$ cat src/latch_loader_pkg.sv
package latch_loader_pkg;
  timeunit 1ns;
  timeprecision 1ps;
  // ****************************************
  // Word layout
  // ****************************************
  localparam int WORD_BITS  = 32;
  localparam int BYTE_BITS  = 8;
  localparam int ADDR_BITS  = 3;
  localparam int NUM_LATCH  = 6;
  localparam logic [2:0] TOP_LATCH = 3'h5;
  localparam logic [31:0] LATCH_RESET = 32'h0000_0000;
  // Idle pin levels and chip enable reset level; synchronisers reset to these so no false edge follows reset
  localparam logic SCLK_IDLE    = 1'b0;
  localparam logic SDATA_IDLE   = 1'b0;
  localparam logic STROBE_IDLE  = 1'b1;
  localparam logic CE_RESET_LVL = 1'b0;
  // ****************************************
  // Timing
  // ****************************************
  localparam int SYS_CLK_HZ   = 10_000_000;
  localparam int LINK_DIV     = 4;
  localparam int SYNC_STAGES  = 3;
endpackage

$ cat src/latch_loader_if.sv
interface latch_loader_if;
  timeunit 1ns;
  timeprecision 1ps;
  logic serial_clk;
  logic serial_data;
  logic load_strobe;
  logic chip_enable;
  logic selectable_status_pin;
  modport device (
    input  serial_clk,
    input  serial_data,
    input  load_strobe,
    input  chip_enable,
    output selectable_status_pin
  );
  modport host (
    output serial_clk,
    output serial_data,
    output load_strobe,
    output chip_enable,
    input  selectable_status_pin
  );
endinterface

$ cat src/latch_loader_device.sv
// Summary of operation
// Shift data in on each clock rise
// Strobe rise copies word to addressed latch
// Host lowers strobe before each word
// Host sends word as four bytes
// Host raises strobe after last byte
// Host writes six latches, highest first
// Host data changes before clock rise
// Chip enable input powers device down
// Status pin reports lock when selected
// MSB first; address bits shifted last
module latch_loader_device #(
  // Word and latch geometry
  parameter int WORD_W  = latch_loader_pkg::WORD_BITS,
  parameter int ADDR_W  = latch_loader_pkg::ADDR_BITS,
  parameter int LATCHES = latch_loader_pkg::NUM_LATCH
) (
  // Clock and reset
  input  wire logic          sys_clk_in,
  input  wire logic          rst_in,
  // Serial link
  latch_loader_if.device     link,
  // User side
  input  wire logic          lock_in,
  input  wire logic          status_is_lock_in,
  output logic [WORD_W-1:0]  latch_out [0:LATCHES-1],
  output logic [LATCHES-1:0] latch_written_out,
  output logic               powered_down_out,
  output logic               outputs_active_out
);
  timeunit 1ns;
  timeprecision 1ps;

  // ****************************************
  // Local constants and helpers
  // ****************************************
  localparam int SYNC_W = latch_loader_pkg::SYNC_STAGES;
  localparam int LAST   = SYNC_W - 1;
  localparam int MID    = SYNC_W - 2;

  typedef logic [SYNC_W-1:0] sync_t;

  // The clock, data and strobe synchronisers reset to the idle level of their pin, so that no false
  // edge is seen when reset is released; chip enable resets to its off level
  localparam sync_t             CLK_SYNC_IDLE = {SYNC_W{latch_loader_pkg::SCLK_IDLE}};
  localparam sync_t             DAT_SYNC_IDLE = {SYNC_W{latch_loader_pkg::SDATA_IDLE}};
  localparam sync_t             LE_SYNC_IDLE  = {SYNC_W{latch_loader_pkg::STROBE_IDLE}};
  localparam sync_t             CE_SYNC_IDLE  = {SYNC_W{latch_loader_pkg::CE_RESET_LVL}};
  localparam logic [WORD_W-1:0] WORD_RESET    = WORD_W'(latch_loader_pkg::LATCH_RESET);
  localparam logic [ADDR_W-1:0] ADDR_TOP      = ADDR_W'(latch_loader_pkg::TOP_LATCH);

  // A pin level only counts once the second and third stages agree
  function automatic logic stages_agree(input sync_t stages);
    return stages[MID] == stages[LAST];
  endfunction

  // Level seen by the core: follows the last stage only while it is settled
  function automatic logic settled_level(input sync_t stages, input logic level);
    return stages_agree(stages) ? stages[LAST] : level;
  endfunction

  // One-hot latch select; addresses past the last latch select nothing
  function automatic logic [LATCHES-1:0] latch_onehot(input logic [ADDR_W-1:0] addr);
    logic [LATCHES-1:0] hot;
    hot = '0;
    for (int k = 0; k < LATCHES; k++) begin
      if (addr == ADDR_W'(k)) begin
        hot[k] = 1'b1;
      end
    end
    return hot;
  endfunction

  // ****************************************
  // Three-stage pin synchronisers
  // ****************************************
  sync_t clk_sync_reg;
  sync_t dat_sync_reg;
  sync_t le_sync_reg;
  sync_t ce_sync_reg;

  // Serial clock is only sampled; its edges are found below
  always_ff @(posedge sys_clk_in or posedge rst_in) begin
    if (rst_in) begin
      clk_sync_reg <= CLK_SYNC_IDLE;
    end else begin
      clk_sync_reg <= {clk_sync_reg[MID:0], link.serial_clk};
    end
  end

  // Same depth as the clock, so the lead of data before each rise is kept
  always_ff @(posedge sys_clk_in or posedge rst_in) begin
    if (rst_in) begin
      dat_sync_reg <= DAT_SYNC_IDLE;
    end else begin
      dat_sync_reg <= {dat_sync_reg[MID:0], link.serial_data};
    end
  end

  // Strobe idles high; a reset level of zero would fake a commit
  always_ff @(posedge sys_clk_in or posedge rst_in) begin
    if (rst_in) begin
      le_sync_reg <= LE_SYNC_IDLE;
    end else begin
      le_sync_reg <= {le_sync_reg[MID:0], link.load_strobe};
    end
  end

  // Chip enable counts as off until its pin level has settled
  always_ff @(posedge sys_clk_in or posedge rst_in) begin
    if (rst_in) begin
      ce_sync_reg <= CE_SYNC_IDLE;
    end else begin
      ce_sync_reg <= {ce_sync_reg[MID:0], link.chip_enable};
    end
  end

  // ****************************************
  // Settled levels and edges
  // ****************************************
  logic clk_lvl_reg;
  logic dat_lvl_reg;
  logic le_lvl_reg;
  logic ce_lvl_reg;

  wire clk_lvl_next = settled_level(clk_sync_reg, clk_lvl_reg);
  wire dat_lvl_next = settled_level(dat_sync_reg, dat_lvl_reg);
  wire le_lvl_next  = settled_level(le_sync_reg, le_lvl_reg);
  wire ce_lvl_next  = settled_level(ce_sync_reg, ce_lvl_reg);
  wire clk_rise     = clk_lvl_next && !clk_lvl_reg;
  wire le_rise      = le_lvl_next && !le_lvl_reg;

  always_ff @(posedge sys_clk_in or posedge rst_in) begin
    if (rst_in) begin
      clk_lvl_reg <= latch_loader_pkg::SCLK_IDLE;
      dat_lvl_reg <= latch_loader_pkg::SDATA_IDLE;
    end else begin
      clk_lvl_reg <= clk_lvl_next;
      dat_lvl_reg <= dat_lvl_next;
    end
  end

  always_ff @(posedge sys_clk_in or posedge rst_in) begin
    if (rst_in) begin
      le_lvl_reg <= latch_loader_pkg::STROBE_IDLE;
      ce_lvl_reg <= latch_loader_pkg::CE_RESET_LVL;
    end else begin
      le_lvl_reg <= le_lvl_next;
      ce_lvl_reg <= ce_lvl_next;
    end
  end

  // ****************************************
  // Shift register and latches
  // ****************************************
  logic [WORD_W-1:0]  shift_reg;
  logic [LATCHES-1:0] written_reg;

  // Address bits are the last ones shifted in, so they sit at the bottom
  wire [ADDR_W-1:0]  addr_sel     = shift_reg[ADDR_W-1:0];
  wire               addr_ok      = addr_sel <= ADDR_TOP;
  wire [LATCHES-1:0] latch_hot    = latch_onehot(addr_sel);
  wire [LATCHES-1:0] commit_hot   = (le_rise && addr_ok) ? latch_hot : '0;
  wire [WORD_W-1:0]  shift_next   = clk_rise ? {shift_reg[WORD_W-2:0], dat_lvl_reg} : shift_reg;
  wire [LATCHES-1:0] written_next = written_reg | commit_hot;

  // A strobe rise in the cycle of a clock rise would commit a word one bit
  // short; the host keeps a gap of whole link half periods between them
  always_ff @(posedge sys_clk_in or posedge rst_in) begin
    if (rst_in) begin
      shift_reg <= WORD_RESET;
    end else begin
      shift_reg <= shift_next;
    end
  end

  // Latches keep their contents through power-down; only a write or a reset changes them
  always_ff @(posedge sys_clk_in or posedge rst_in) begin
    if (rst_in) begin
      for (int k = 0; k < LATCHES; k++) begin
        latch_out[k] <= WORD_RESET;
      end
    end else begin
      for (int k = 0; k < LATCHES; k++) begin
        if (commit_hot[k]) begin
          latch_out[k] <= shift_reg;
        end
      end
    end
  end

  always_ff @(posedge sys_clk_in or posedge rst_in) begin
    if (rst_in) begin
      written_reg <= '0;
    end else begin
      written_reg <= written_next;
    end
  end

  // ****************************************
  // Status and power-down
  // ****************************************
  // Output goes live only once every latch has been loaded since reset
  wire all_written = &written_reg;
  assign latch_written_out  = written_reg;
  assign outputs_active_out = all_written && ce_lvl_reg;
  assign powered_down_out   = !ce_lvl_reg;
  // Lock state passes straight out; the host resynchronises it
  // Status pin is held low in every mode other than lock detect
  assign link.selectable_status_pin = status_is_lock_in ? lock_in : 1'b0;
endmodule

$ cat src/flat_wrapper.sv
// flat-port wrapper written by rule: the top's interface ports become plain ports
module latch_loader_device_flat 
#(
                            
  parameter int WORD_W  = latch_loader_pkg::WORD_BITS,
  parameter int ADDR_W  = latch_loader_pkg::ADDR_BITS,
  parameter int LATCHES = latch_loader_pkg::NUM_LATCH
)
  (sys_clk_in, rst_in, lock_in, status_is_lock_in, latch_out, latch_written_out, powered_down_out, outputs_active_out, link_serial_clk, link_serial_data, link_load_strobe, link_chip_enable, link_selectable_status_pin);
  latch_loader_if link_i ();
  input  wire logic sys_clk_in;
  input  wire logic rst_in;
  input  wire logic lock_in;
  input  wire logic status_is_lock_in;
  output logic [WORD_W-1:0] latch_out[0:LATCHES-1];
  output logic [LATCHES-1:0] latch_written_out;
  output logic powered_down_out;
  output logic outputs_active_out;
  input wire logic [$bits(link_i.serial_clk)-1:0] link_serial_clk;
  input wire logic [$bits(link_i.serial_data)-1:0] link_serial_data;
  input wire logic [$bits(link_i.load_strobe)-1:0] link_load_strobe;
  input wire logic [$bits(link_i.chip_enable)-1:0] link_chip_enable;
  output wire logic [$bits(link_i.selectable_status_pin)-1:0] link_selectable_status_pin;
  assign link_i.serial_clk = link_serial_clk;
  assign link_i.serial_data = link_serial_data;
  assign link_i.load_strobe = link_load_strobe;
  assign link_i.chip_enable = link_chip_enable;
  assign link_selectable_status_pin = link_i.selectable_status_pin;
  latch_loader_device #(.WORD_W(WORD_W), .ADDR_W(ADDR_W), .LATCHES(LATCHES)) u_core (.sys_clk_in(sys_clk_in), .rst_in(rst_in), .link(link_i), .lock_in(lock_in), .status_is_lock_in(status_is_lock_in), .latch_out(latch_out), .latch_written_out(latch_written_out), .powered_down_out(powered_down_out), .outputs_active_out(outputs_active_out));
endmodule
$ cat config.mk
export PLATFORM = sky130hd
export DESIGN_NAME = latch_loader_device_flat
export DESIGN_NICKNAME = d
export VERILOG_FILES = /design/src/latch_loader_pkg.sv /design/src/latch_loader_if.sv /design/src/latch_loader_device.sv /design/src/flat_wrapper.sv
export SDC_FILE = /design/constraint.sdc
export NUM_CORES = 1
export LEC_CHECK = 0
export ABC_CLOCK_PERIOD_IN_PS = 22500
export BUFFER_PORTS_ARGS = -buffer_cell sky130_fd_sc_hd__buf_2
export CORE_UTILIZATION = 35
export DETAILED_ROUTE_END_ITERATION = 6
export PLACE_DENSITY = 0.53
export SYNTH_ARGS = -nofsm -noshare
export SYNTH_HDL_FRONTEND = slang
export SYNTH_SLANG_ARGS = --single-unit
$ cat constraint.sdc
create_clock -name sys_clk_in -period 22.5 [get_ports sys_clk_in]
set_input_delay 4.5 -clock sys_clk_in [delete_from_list [all_inputs] [get_ports sys_clk_in]]
set_output_delay 4.5 -clock sys_clk_in [all_outputs]
set_load 0.01 [all_outputs]
# After elaboration in Yosys (flattened, before gate mapping)
# Cells that the tools add are included.
dict set report totals {
  inputBits 8
  regBits 246
  elab_cells 46
  out_inout_bits 201
}
dict set report op_classes {
  reduce_logical 9
  muxes 10
  n_lt_le_gt_ge 1
  n_bitwise 1
  eq_ne 9
}
# operator n
set op_table {}
lappend op_table {{$mux 1} 9}
lappend op_table {{$eq 3x2->1 const B} 2}
lappend op_table {{$eq 3x3->1 const B} 2}
lappend op_table {{$mux 6} 1}
lappend op_table {{$or 6x6->6} 1}
lappend op_table {{$reduce_and 6->1} 1}
lappend op_table {{$eq 1x1->1} 4}
lappend op_table {{$logic_and 1x1->1} 4}
lappend op_table {{$eq 3x1->1 const B} 1}
lappend op_table {{$le 3x3->1 const B} 1}
lappend op_table {{$logic_not 1->1} 3}
lappend op_table {{$logic_not 3->1} 1}

# Depth between registers and ports, before layout
dict set report depth {
  word_depth 6
  depth_mapped 6
  ltp_nobuf 3
}

# Worst setup path after synthesis
# No wires, ideal clock.
dict set report synth_timing {
  kind {input-to-output}
  from {input port status_is_lock_in}
  to {output port link_selectable_status_pin}
  arrival_time_ps 4665
  path_buffers 0
  required_time_ps 18000
  stages 1
  path_slack_ps 13335
  path_cell_list {and2_1}
}
dict set report synth_via {
  elab_chain_cells 1
}
# item line_no
set synth_rtl {}
lappend synth_rtl {{from (decl)} flat_wrapper.sv:14} ;# input wire logic status_is_lock_in;
lappend synth_rtl {{$mux 1} latch_loader_device.sv:210} ;# assign link.selectable_status_pin = status_is_lock_in ? lock_in : 1'b0;
lappend synth_rtl {{to (decl)} flat_wrapper.sv:23} ;# output wire logic [$bits(link_i.selectable_status_pin)-1:0] link_selectable_status_pin;
# No other way between the ends.

# Worst setup path in the final report
# Ends and elaborated chain as after synthesis.

==> flow_summary.yaml <==
detailed_routing:
  post-route-drc-count: 0
  drt-initial-drc-count: 227
  via_per_inst: 4.687
  drt_wl_total_mm: 20.97
  wl_per_cell_um: 19.31
  vias: 5090
  firstDrtPassIters: 4
  drt.antenna.violating_nets: 0
yosys:
  synth_area_per_cell_um2: 17.63
  synth_area_leaders: "dfrtp_1, mux2_2, mux2_4"
  synthFlopType: "dfrtp_1"
  yosys-top-cells-count: "dfrtp_1, mux2_2, mux2_4, buf_6, and2_1"
  ys_seq_area_share_pct: 67.20
  synth_edf_count: 0
  yosysMostFrequentCell: "dfrtp_1"
  syn-cell-area_um2: 9168
  syn_nets: 528
  ys_warn_count: 0
  synth_top_cell_area_share_pct: 66.06
  synth_seq_cells: 246
  synth.distinct_cells: 26
  synth_cells: 520
  synth_top_cell_by_area: "dfrtp_1"
  synthArstFlopShare_pct: 100.0
floorplan:
  pin_count: 209
  die-area_um2: 26840
  start_util_pct: 35.99
  rows: 58
  die_w_um: 163.8
  core_um2: 25470
  die_h_um: 163.8
critical_path:
  r2r_slack_ps: 20170
  r2r_end: "u_core.latch_out[29]"
  cpPeakStageDelay_ps: 140
  r2r-start: "u_core.le_sync_reg[1]"
  cp-start-kind: "input pin"
  crit_family: "buffers and inverters"
  cp.arrival_ps: 4860
  r2r_cells: 4
  crit_buf_inv: 2
  path_max_fanout: 1
  required_ps: 18000
  critPathKind: "input pin to output pin"
  cp_cell_sequence: "buf_2, and2_1, buf_2"
  cp-end-kind: "output pin"
  cp_slowest_cell: "and2_1"
  path_common_cell: "buf_2"
cts:
  clk_transition_reported_paths_ps: 60
  htreeDepth: 1
  postCtsSetupBuffers: 0
  cts_root_buf: "clkbuf_16"
  clockBufferDepth: 3
  cts_tree: "done"
  clock_latency_ps: 510
  cts_resized: 0
  cts_hold_buf: 0
  cts.sinks: 246
  cts_made_buffers: 27
cells_and_area:
  nets: 745
  fin_util_pct: 44.32
  largest_reg_flops: 192
  syn2layout_area_growth_pct: 23.15
  antenna_cells: 0
  nFillCells: 2328
  layout-drive-gt1-share_pct: 62.83
global_routing:
  grt_pass1_vias: 5460
  antenna_found_initial: 0
  gr-usage-all-layers_pct: 15.92
  grt_overflow: 0
  grt_pass1_wl_mm: 32.87
  grt_max_degree: 114
sta:
  layout_min_cycle_time_ps: 9362
  max_freq_mhz: 106.8
  finalHoldViolations: 0
  worstMarginPinSlew_ps: 1085
  timing.final.ws_setup_ps: 13140
  tns_ps: 0
  slew_violations: 0
  setup-violations-final: 0
  clock_skew_ps: 9.002
  period_share_pct: 41.61
  rsz0062_at_grt: "no"
  slew_headroom_pct: 27.69
min_path:
  min_from: "u_core.dat_sync_reg[0]"
  hold_path.class: "register to register"
  min_to: "u_core.dat_sync_reg[1]"
  whs_path_depth: 0
placement:
  port_buffers: 208
  gp_congestion: 0.7269
  dp_hpwl_mm: 13.33
  place_ws_ps: 13140
power:
  power_density_nw_per_um2: 93.14
  leakagePower_nw: 6.278
  p_total_w: 0.001051
  ir_worst_vdd_v: 0.00005796
job:
  drv_cap: 0
run_status:
  status: "complete, no violations"
==> cell type report <==
class / instances / area (um^2) / area share, %
tap: 330 / 412.9 / 3.657
clock inverter: 8 / 75.07 / 0.6650
sequential: 246 / 6161 / 54.57
clock buffer: 40 / 804.5 / 7.126
multi-input combinational: 248 / 2750 / 24.36
inverter: 2 / 15.01 / 0.1330
timing repair buffer: 212 / 1071 / 9.487
==> where the power goes <==
part | internal, W | leakage [nW] | switching, W
Sequential | 0.000480 | 3.35 | 0.0000339
Clock | 0.000258 | 0.423 | 0.000171
Combinational | 0.0000541 | 2.51 | 0.0000547
Total | 0.000792 | 6.28 | 0.000260
==> logic make-up after synthesis <==
group / count (synthesis) / share of synthesized area, %
flip-flops: 246 / 67.20
multiplexers: 206 / 26.37
AND/OR/NAND/NOR: 38 / 3.167
buffers and inverters: 26 / 2.825
adder cells (fa/ha/maj): 4 / 0.4368
==> how the worst max path moves through the flow <==
| stage | start | end | cells past startpoint |
|---|---|---|---|
| after floorplan | rst_in | u_core.ce_lvl_reg | 1 |
| after global placement | status_is_lock_in | link_selectable_status_pin | 3 |
| after detailed placement | status_is_lock_in | link_selectable_status_pin | 3 |
| after CTS | status_is_lock_in | link_selectable_status_pin | 3 |
| after global routing | status_is_lock_in | link_selectable_status_pin | 3 |
| final | status_is_lock_in | link_selectable_status_pin | 3 |
==> per-layer routing <==
metal / up-vias / track usage, % / routed length, um / part of all wire, %
met5: - / 0 / 0 / 0
met4: 0 / 3.199 / 247 / 1.2
met3: 16 / 3.586 / 1271 / 6.1
met2: 144 / 26.02 / 10050 / 48
met1: 2679 / 21.72 / 9396 / 45
li1: 2251 / - / - / -
==> cell usage in the layout, fill, tap and decap left out, types with 5 or more instances in the layout <==
master / instances
dfrtp_1: 242
buf_2: 208
mux2_2: 176
clkbuf_16: 27
mux2_4: 26
and2_1: 10
clkbuf_8: 8
nand2b_1: 7
or2_2: 6
clkbuf_1: 5
==> per-stage QoR <==
stage / hold slack (ps) / std cells / instance area, um^2
3_3_place_gp: 332.9 / 1038 / 10410
3_5_place_dp: 334.7 / 1038 / 10410
6_report: 351.9 / 1086 / 11290
4_1_cts: 354.9 / 1086 / 11290
5_1_grt: 367.0 / 1086 / 11290
2_1_floorplan: 331.2 / 520 / 9168
==> worst register-to-register path, cell delays in order, from the launching register on <==
cell and delay (ps):
dfstp_2 560, nand4b_1 200, nor3b_4 560, buf_4 500
mux2_2 390
(Power assumes the default switching activity.)
